**src/logic/clock_select_pkg.sv**
```systemverilog
// Purpose: Shared constants and carrier types for reference selection and fault monitoring.
// Assumes: One clock domain at 10 MHz, synchronous active-high reset.
// Notes:   Status vector order is input 0, input 1, input 2, crystal, feedback, lock.
`default_nettype none
package clock_select_pkg;
  localparam int unsigned NUM_STATUS   = 6;
  localparam int unsigned STAT_IN0     = 0;
  localparam int unsigned STAT_IN1     = 1;
  localparam int unsigned STAT_IN2     = 2;
  localparam int unsigned STAT_XTAL    = 3;
  localparam int unsigned STAT_FB      = 4;
  localparam int unsigned STAT_LOCK    = 5;
  localparam int unsigned PREDIV_W     = 2;
  localparam int unsigned LOAD_CYCLES  = 4;
  localparam int unsigned LOAD_CNT_W   = 3;

  typedef enum logic [1:0] {
    SEL_IN0  = 2'b00,
    SEL_IN1  = 2'b01,
    SEL_IN2  = 2'b10,
    SEL_XTAL = 2'b11
  } ref_sel_t;

  typedef struct packed {
    logic                  use_register_sel;
    ref_sel_t              reg_sel;
    logic                  xtal_external_clock;
    logic [PREDIV_W-1:0]   xtal_prediv;
    logic [NUM_STATUS-1:0] mask;
  } config_t;

  localparam config_t CONFIG_RESET = '{
    use_register_sel:    1'b0,
    reg_sel:             SEL_XTAL,
    xtal_external_clock: 1'b0,
    xtal_prediv:         2'h0,
    mask:                6'h00
  };

  typedef enum logic [1:0] {
    ST_LOAD  = 2'b00,
    ST_READY = 2'b01
  } init_state_t;
endpackage
`default_nettype wire

```
**src/logic/clock_input_select_fault_monitor.sv**
```systemverilog
// Purpose: Reference input selection, crystal path control and fault status for a clock generator.
// Assumes: All inputs synchronous to clock; loss monitors are supplied as live levels.
// Notes:   Configuration arrives as plain ports and is captured in a register on cfg_write.
`timescale 1ns/1ps
`default_nettype none
// Notes on behaviour
// - Select code 00 picks input 0, 01 input 1, 10 input 2 and 11 the crystal pins.
// - A configuration bit chooses whether the select pins or the register-held code rule.
// - Select pins are pulled up, so an undriven pin (reported as floating) reads as one.
// - External-clock mode on the crystal pins switches the internal load capacitors off.
// - A programmable pre-divider on the crystal path divides fast external clocks down.
// - The precision variant ignores clock inputs and runs only from the crystal.
// - Signal loss on each input, the crystal and feedback, and lock loss, are each monitored.
// - Live status is readable and lock loss also drives a dedicated active-low pin.
// - Each status bit has a sticky flag set on any change of state, rise or fall, and held until software clears it.
// - Writing zero to a sticky flag clears it.
// - The interrupt pin asserts when any monitored status changes state.
// - A mask bit per source keeps that source from asserting the interrupt pin.
// - The interrupt pin deasserts only once every unmasked flag has been cleared.
// - Hard reset reloads configuration, masks and flags from non-volatile values before access; soft reset skips it.
module clock_input_select_fault_monitor (
  input  wire logic                                   clock,
  input  wire logic                                   rst,
  input  wire logic                                   clock_enable,
  input  wire logic                                   hard_reset_pin_n,
  input  wire logic                                   soft_reset,
  input  wire logic                                   precision_variant,
  input  wire logic [1:0]                             select_pins,
  input  wire logic [1:0]                             select_pins_floating,
  input  wire logic                                   cfg_write,
  input  wire clock_select_pkg::config_t              cfg_in,
  input  wire clock_select_pkg::config_t              nvm_config,
  input  wire logic [clock_select_pkg::NUM_STATUS-1:0] nvm_flags,
  input  wire logic                                   signal_loss_in0,
  input  wire logic                                   signal_loss_in1,
  input  wire logic                                   signal_loss_in2,
  input  wire logic                                   signal_loss_xtal,
  input  wire logic                                   signal_loss_feedback,
  input  wire logic                                   lock_loss,
  input  wire logic                                   flag_write,
  input  wire logic [clock_select_pkg::NUM_STATUS-1:0] flag_write_data,
  output logic                                        access_ready,
  output clock_select_pkg::ref_sel_t                  active_ref,
  output logic                                        load_caps_enable,
  output logic                                        xtal_oscillator_enable,
  output logic [clock_select_pkg::PREDIV_W-1:0]       crystal_path_predivider,
  output clock_select_pkg::config_t                   cfg_out,
  output logic [clock_select_pkg::NUM_STATUS-1:0]     live_status,
  output logic [clock_select_pkg::NUM_STATUS-1:0]     sticky_flag,
  output logic                                        lock_loss_pin_n,
  output logic                                        interrupt_pin_n
);
  clock_select_pkg::config_t               cfg_q;
  clock_select_pkg::config_t               cfg_d;
  clock_select_pkg::init_state_t           state_q;
  clock_select_pkg::init_state_t           state_d;
  logic [clock_select_pkg::LOAD_CNT_W-1:0] cnt_q;
  logic [clock_select_pkg::LOAD_CNT_W-1:0] cnt_d;
  clock_select_pkg::ref_sel_t              sel_d;
  clock_select_pkg::ref_sel_t              sel_q;
  logic [clock_select_pkg::NUM_STATUS-1:0] status_d;
  logic [clock_select_pkg::NUM_STATUS-1:0] status_q;
  logic                                    ext_clk_d;
  logic                                    ext_clk_q;
  logic                                    hard_q;
  logic                                    load;
  logic [1:0]                              pins_eff;

  // Hard reset is sampled as a level; while held the block stays in the load state.
  always_comb begin
    state_d = state_q;
    cnt_d   = cnt_q;
    unique case (state_q)
      clock_select_pkg::ST_LOAD: begin
        if (cnt_q == clock_select_pkg::LOAD_CNT_W'(clock_select_pkg::LOAD_CYCLES - 1)) begin
          state_d = clock_select_pkg::ST_READY;
        end else begin
          cnt_d = cnt_q + 3'h1;
        end
      end
      clock_select_pkg::ST_READY: begin
        cnt_d = 3'h0;
      end
      default: begin
        state_d = clock_select_pkg::ST_LOAD;
        cnt_d   = 3'h0;
      end
    endcase
    if (!hard_reset_pin_n) begin
      state_d = clock_select_pkg::ST_LOAD;
      cnt_d   = 3'h0;
    end
  end

  assign load         = (state_q == clock_select_pkg::ST_LOAD);
  assign access_ready = (state_q == clock_select_pkg::ST_READY);

  // Soft reset deliberately leaves the configuration alone; it only restarts the sticky history.
  always_comb begin
    cfg_d = cfg_q;
    if (load) begin
      cfg_d = nvm_config;
    end else if (cfg_write) begin
      cfg_d = cfg_in;
    end
  end

  always_comb begin
    pins_eff = select_pins | select_pins_floating;
    if (precision_variant) begin
      sel_d = clock_select_pkg::SEL_XTAL;
    end else if (cfg_q.use_register_sel) begin
      sel_d = cfg_q.reg_sel;
    end else begin
      sel_d = clock_select_pkg::ref_sel_t'(pins_eff);
    end
    // The precision part must run its crystal as an oscillator, never as a clock input.
    ext_clk_d = cfg_q.xtal_external_clock & ~precision_variant;
    status_d  = '0;
    status_d[clock_select_pkg::STAT_IN0]  = signal_loss_in0;
    status_d[clock_select_pkg::STAT_IN1]  = signal_loss_in1;
    status_d[clock_select_pkg::STAT_IN2]  = signal_loss_in2;
    status_d[clock_select_pkg::STAT_XTAL] = signal_loss_xtal;
    status_d[clock_select_pkg::STAT_FB]   = signal_loss_feedback;
    status_d[clock_select_pkg::STAT_LOCK] = lock_loss;
    if (precision_variant) begin
      status_d[clock_select_pkg::STAT_IN0] = 1'b0;
      status_d[clock_select_pkg::STAT_IN1] = 1'b0;
      status_d[clock_select_pkg::STAT_IN2] = 1'b0;
    end
  end

  always_ff @(posedge clock) begin
    if (rst) begin
      state_q   <= clock_select_pkg::ST_LOAD;
      cnt_q     <= 3'h0;
      cfg_q     <= clock_select_pkg::CONFIG_RESET;
      sel_q     <= clock_select_pkg::SEL_XTAL;
      status_q  <= '0;
      ext_clk_q <= 1'b0;
      hard_q    <= 1'b0;
    end else if (clock_enable) begin
      state_q   <= state_d;
      cnt_q     <= cnt_d;
      cfg_q     <= cfg_d;
      sel_q     <= sel_d;
      status_q  <= status_d;
      ext_clk_q <= ext_clk_d;
      hard_q    <= load;
    end
  end

  sticky_flags u_flags (
    .clock           (clock),
    .rst             (rst | soft_reset),
    .clock_enable    (clock_enable),
    .load            (load),
    .load_value      (nvm_flags),
    .status          (status_q),
    .mask            (cfg_q.mask),
    .flag_write      (flag_write & access_ready),
    .flag_write_data (flag_write_data),
    .sticky_flag     (sticky_flag),
    .interrupt_pin_n (interrupt_pin_n)
  );

  assign active_ref              = sel_q;
  assign xtal_oscillator_enable  = ~ext_clk_q & ~hard_q;
  assign load_caps_enable        = ~ext_clk_q;
  assign crystal_path_predivider = precision_variant ? 2'h0 : cfg_q.xtal_prediv;
  assign cfg_out                 = cfg_q;
  assign live_status             = status_q;
  assign lock_loss_pin_n         = ~status_q[clock_select_pkg::STAT_LOCK];
endmodule
`default_nettype wire

```
**src/logic/sticky_flags.sv**
```systemverilog
// Purpose: Sticky fault flags with write-zero clear and masked interrupt output.
// Assumes: Status inputs are synchronous to clock.
// Notes:   A set in the same cycle as a clear wins, so no event is lost.
`timescale 1ns/1ps
`default_nettype none
module sticky_flags (
  input  wire logic                                   clock,
  input  wire logic                                   rst,
  input  wire logic                                   clock_enable,
  input  wire logic                                   load,
  input  wire logic [clock_select_pkg::NUM_STATUS-1:0] load_value,
  input  wire logic [clock_select_pkg::NUM_STATUS-1:0] status,
  input  wire logic [clock_select_pkg::NUM_STATUS-1:0] mask,
  input  wire logic                                   flag_write,
  input  wire logic [clock_select_pkg::NUM_STATUS-1:0] flag_write_data,
  output logic      [clock_select_pkg::NUM_STATUS-1:0] sticky_flag,
  output logic                                        interrupt_pin_n
);
  logic [clock_select_pkg::NUM_STATUS-1:0] flag_q;
  logic [clock_select_pkg::NUM_STATUS-1:0] flag_d;
  logic [clock_select_pkg::NUM_STATUS-1:0] status_q;
  logic [clock_select_pkg::NUM_STATUS-1:0] change;
  logic                                    irq_q;
  logic                                    irq_d;

  always_comb begin
    change = status ^ status_q;
    flag_d = flag_q;
    if (flag_write) begin
      flag_d = flag_q & flag_write_data;
    end
    // Any change of a status bit, rise or fall, latches its flag.
    flag_d = flag_d | change | status;
    if (load) begin
      flag_d = load_value;
    end
    irq_d = |(flag_d & ~mask);
  end

  always_ff @(posedge clock) begin
    if (rst) begin
      flag_q   <= '0;
      status_q <= '0;
      irq_q    <= 1'b0;
    end else if (clock_enable) begin
      flag_q   <= flag_d;
      status_q <= status;
      irq_q    <= irq_d;
    end
  end

  assign sticky_flag     = flag_q;
  assign interrupt_pin_n = ~irq_q;
endmodule
`default_nettype wire

```
**config.mk**
```make
export PLATFORM = sky130hd
export DESIGN_NAME = clock_input_select_fault_monitor
export DESIGN_NICKNAME = d
export VERILOG_FILES = /design/src/logic/clock_select_pkg.sv /design/src/logic/clock_input_select_fault_monitor.sv /design/src/logic/sticky_flags.sv
export SDC_FILE = /design/constraint.sdc
export NUM_CORES = 1
export LEC_CHECK = 0
export BUFFER_PORTS_ARGS = -buffer_cell sky130_fd_sc_hd__buf_2
export CAP_MARGIN = 5
export CORE_ASPECT_RATIO = 0.9
export CORE_MARGIN = 5
export CORE_UTILIZATION = 45
export DETAILED_ROUTE_END_ITERATION = 6
export GPL_TIMING_DRIVEN = 0
export PLACE_DENSITY_LB_ADDON = 0.15
export REMOVE_ABC_BUFFERS = 1
export SLEW_MARGIN = 25
export SYNTH_ARGS = -nofsm -noshare
export SYNTH_HDL_FRONTEND = slang
export SYNTH_SLANG_ARGS = --single-unit
```
**constraint.sdc**
```tcl
create_clock -name clock -period 1.51 [get_ports clock]
set_input_delay 0 -clock clock [delete_from_list [all_inputs] [get_ports clock]]
set_output_delay 0 -clock clock [all_outputs]
set_load 0.05 [all_outputs]
```
==> parameters.txt <==
Parameter                              Value

Timing
  Clock period minus final worst setup slack ... 1.469 ns
  Layout Skew ... 0.003344 ns
  Final sum of negative setup slack ... 0 ns
  Setup ws final ... a little over 0.04 ns
  Setup-violating endpoint count in the final report ... 0
  Timing-limited maximum frequency ... 680.7 MHz
  Period Utilization, post-route ... 0.9729
  Worst hold slack across all endpoints ... 0.04965 ns
  Number of max-slew violations in the final report ... 0
  Setup repair after global routing missed its margin ... true
  Number of endpoints with negative hold slack in the final report ... 0
  Relative slew slack ... 0.6587
  Transition time at the pin with the least slew margin ... 0.5119 ns

Power and ir drop
  VDD IR max ... 0.5882 mV
  Leakage power summed over all cells ... ~1.1 nW
  Switching Share ... 0.2989
  Net switching power ... 676.1 uW
  Power density of the placed cells ... 927.9 nW/um2
  Combinational share of power ... 0.201
  Overall power of the completed layout ... 2.262 mW
  Share of power burned in registers ... 0.490
  Cell internal power dissipation ... 1.585 mW
  Clock Power Share ... 0.309

Cells and area
  Layout Nets ... 354
  Share of post-route cells with drive strength above 1 ... 0.3557
  Layout fillers ... ~360
  Utilization of the core after routing ... 0.6442
  Area Overhead vs Synth ... 36.51%
  Antenna Diode Count ... 0

Yosys
  Main area contributors after synthesis ... sky130_fd_sc_hd__dfxtp_1, sky130_fd_sc_hd__mux2i_1, sky130_fd_sc_hd__nor2_1
  Yosys warning count ... 0
  Part of the Yosys area used for sequential elements ... 0.4373
  Register bit total from synthesis ... 39
  Gate Count Post-Synth ... 205
  Area share of the largest cell type after synthesis ... 0.4373
  Area leader, netlist ... sky130_fd_sc_hd__dfxtp_1
  Summed instance area of the synthesized netlist ... roughly 1800 um2
  Mean Syn Cell Area ... 8.710 um2
  Number of distinct library cells after synthesis ... 28

Clocking
  CTS tree ... built
  Clock transition at path regs ... about 0.07 ns
  Clock Sink Count ... 39
  Number of clock buffers inserted by TritonCTS ... 5
  Cell at the root of the clock tree ... sky130_fd_sc_hd__clkbuf_8
  CTS H-tree lvls ... 2
  Maximum clock insertion buffer count ... 2
  Insertion delay to the later sink of the worst-skew pair ... 0.28 ns

Global route
  Pin count of the biggest net entering global routing ... 28
  Number of global-route vias before repair ... 1706
  Number of antenna violations at the first check in global routing ... 0
  Aggregate global routing overflow ... 0
  First-pass GRT wire length ... just under 8000 um
  Total global-route track usage ... 0.1795

Routing
  Routed via count divided by cell count ... around 5.1
  Remaining design rule violation count ... 0
  Via count ... 1740
  Detail Route Antenna Nets ... 0
  Average wire length per cell after detail routing ... ~14 um
  Pre-Repair DR Iteration Count ... 4
  Violation count after the first detailed-route iteration ... 84
  Final wirelength ... 4835 um

Run status
  Status ... finished clean

Worst setup path
  Required time of the critical path ... 1.65 ns
  Type of origin of the critical path ... flop
  Cell family with most CP delay ... compound AO/OA/AOI/OAI gates
  Worst-path maximum fanout ... 7
  CP cell instances ... inv_2, a2111oi_2, nor3_1, nor4_1, a221oi_1
  Nature of the critical path endpoint ... flop
  Data arrival time of the critical path ... about 1.6 ns
  Critical path buffer and inverter count ... 1
  Max stage delay on crit path ... 0.37 ns
  Slowest cell on the critical path ... sky130_fd_sc_hd__dfxtp_4
  Crit Path Category ... flop to flop

Worst hold path
  Path type of the worst min-delay path ... primary input to flop

Floorplanning
  Die Span X ... 76.40 um
  Io pins ... 87
  Die Area ... 5329 um2
  Number of placement rows ... 21
  Starting density of the core ... 0.4719
  Placeable core area ... 3784 um2
  Die height ... 69.76 um

Placement
  Half-perimeter wire length of the detailed placement result ... ~3300 um
  Global placer's final weighted congestion ... 0.7475
  Count of input and output buffers ... 86
  Worst setup slack after placement ... -0.9223 ns

Job
  Max_cap viols ... 0
==> synth_stat cells <==
master / instances
sky130_fd_sc_hd__o21ai_0: 3
sky130_fd_sc_hd__mux2i_1: 23
sky130_fd_sc_hd__inv_2: 2
sky130_fd_sc_hd__a22oi_1: 4
sky130_fd_sc_hd__a31oi_1: 1
sky130_fd_sc_hd__a2111oi_4: 1
sky130_fd_sc_hd__nor3_1: 13
sky130_fd_sc_hd__nor2b_1: 3
sky130_fd_sc_hd__dfxtp_1: 39
sky130_fd_sc_hd__a2111oi_1: 1
sky130_fd_sc_hd__o21a_1: 1
sky130_fd_sc_hd__a21oi_1: 11
sky130_fd_sc_hd__nor2_1: 46
sky130_fd_sc_hd__or2_1: 1
sky130_fd_sc_hd__nand2_1: 5
sky130_fd_sc_hd__a211oi_1: 11
sky130_fd_sc_hd__a221oi_1: 1
sky130_fd_sc_hd__clkbuf_1: 4
sky130_fd_sc_hd__buf_4: 1
sky130_fd_sc_hd__a2111oi_2: 3
sky130_fd_sc_hd__inv_1: 9
sky130_fd_sc_hd__o22ai_1: 2
sky130_fd_sc_hd__nand3b_1: 1
sky130_fd_sc_hd__nand2b_1: 10
sky130_fd_sc_hd__nor4_1: 1
sky130_fd_sc_hd__buf_2: 4
sky130_fd_sc_hd__buf_1: 2
sky130_fd_sc_hd__ha_1: 2
==> worst reg2reg max path: stages, from the launching register on <==
cell,delay (ns)
sky130_fd_sc_hd__dfxtp_4,0.37
sky130_fd_sc_hd__inv_2,0.11
sky130_fd_sc_hd__a2111oi_2,0.36
sky130_fd_sc_hd__nor3_1,0.11
sky130_fd_sc_hd__nor4_1,0.26
sky130_fd_sc_hd__a221oi_1,0.12
==> routing by layer <==
layer	up-vias	wire (um)	global-route usage	part of all wire
met5	-	0	0	0
met3	5	395	0.05844	0.082
met1	777	2090	0.2217	0.43
met4	0	40	0.05243	0.0083
met2	58	2308	0.2966	0.48
li1	900	-	-	-
==> kinds of logic (layout without fill, tap and decap cells) <==
group,Yosys count,count (layout),share of synthesized area
mux,23,23,0.1289
compound gates,39,39,0.1682
simple gates,80,80,0.2004
buf+inv,22,115,0.05116
fa+ha+maj,2,2,0.01401
flops,39,39,0.4373
==> per-stage QoR <==
stage,cell area [um2],cells
6_report,2437,344
5_1_grt,2437,344
4_1_cts,2397,341
3_5_place_dp,2223,326
3_3_place_gp,2223,326
2_1_floorplan,1735,194
==> power groups by stage <==
| stage | Sequential [mW] | Combinational [mW] | Clock, mW |
|---|---|---|---|
| after floorplan | 1.25 | 0.155 | 0 |
| after global placement | 1.13 | 0.435 | 0 |
| after detailed placement | 1.13 | 0.440 | 0 |
| after CTS | 1.11 | 0.455 | 0.709 |
| after global routing | 1.11 | 0.491 | 0.754 |
| final | 1.11 | 0.453 | 0.700 |
==> cell usage in the layout, fill, tap and decap left out, types with 2 or more instances in the layout <==
cell type / count
sky130_fd_sc_hd__buf_4: 3
sky130_fd_sc_hd__nor2_1: 46
sky130_fd_sc_hd__nand2_1: 5
sky130_fd_sc_hd__a2111oi_4: 2
sky130_fd_sc_hd__o22ai_1: 2
sky130_fd_sc_hd__inv_2: 2
sky130_fd_sc_hd__clkbuf_8: 6
sky130_fd_sc_hd__a211oi_1: 11
sky130_fd_sc_hd__nor3_1: 13
sky130_fd_sc_hd__ha_1: 2
sky130_fd_sc_hd__o21ai_0: 3
sky130_fd_sc_hd__dfxtp_1: 38
sky130_fd_sc_hd__a22oi_1: 4
sky130_fd_sc_hd__buf_2: 86
sky130_fd_sc_hd__dlygate4sd3_1: 7
sky130_fd_sc_hd__nand2b_1: 10
sky130_fd_sc_hd__a21oi_1: 11
sky130_fd_sc_hd__nor2b_1: 3
sky130_fd_sc_hd__inv_1: 9
sky130_fd_sc_hd__a2111oi_2: 3
sky130_fd_sc_hd__mux2i_1: 23
==> final timing paths <==
path,cells past startpoint,slack [ns],to,start
setup / recovery,5,0.04,u_flags.irq_q$_SDFFE_PP0P_,state_q[0]$_SDFFE_PP0P_
hold / removal,3,0.05,cfg_out[1]$_SDFFE_PP0P_,nvm_config[1]
setup reg to reg,5,0.04,u_flags.irq_q$_SDFFE_PP0P_,state_q[0]$_SDFFE_PP0P_
hold reg to reg,2,0.49,active_ref[0]$_SDFFE_PP1P_,active_ref[0]$_SDFFE_PP1P_
==> area by class of cell <==
class	instances	area [um2]	area share
clock inverters	1	5.005	0.002053
well taps	46	57.56	0.02361
multi-input cells	144	932.1	0.3824
clock buffers	6	82.58	0.03388
repair buffers	97	534.3	0.2192
inverters	11	41.29	0.01694
flip-flops and latches	39	784.5	0.3219
==> registers in the layout, summed over array words and instances, names as in the netlist <==
| name | cells |
|---|---|
| cfg_out | 12 |
| u_flags.status_q | 6 |
| u_flags.sticky_flag | 6 |
| cnt_q | 3 |
| ext_clk_q | 1 |
| hard_q | 1 |
| state_q | 1 |
| active_ref | 2 |
| u_flags.irq_q | 1 |
| live_status | 6 |
==> what timing repair did <==
item | in CTS | in global routing
hold buffers | 7 | 0
pin swaps | 0 | 0
resized for setup | 3 | 2
setup buffers | 1 | 3
cloned | 0 | 0
hold endpoints to repair | 7 | 0
setup endpoints to repair | 24 | 15
Note: power is estimated with default switching activity, not from simulation.
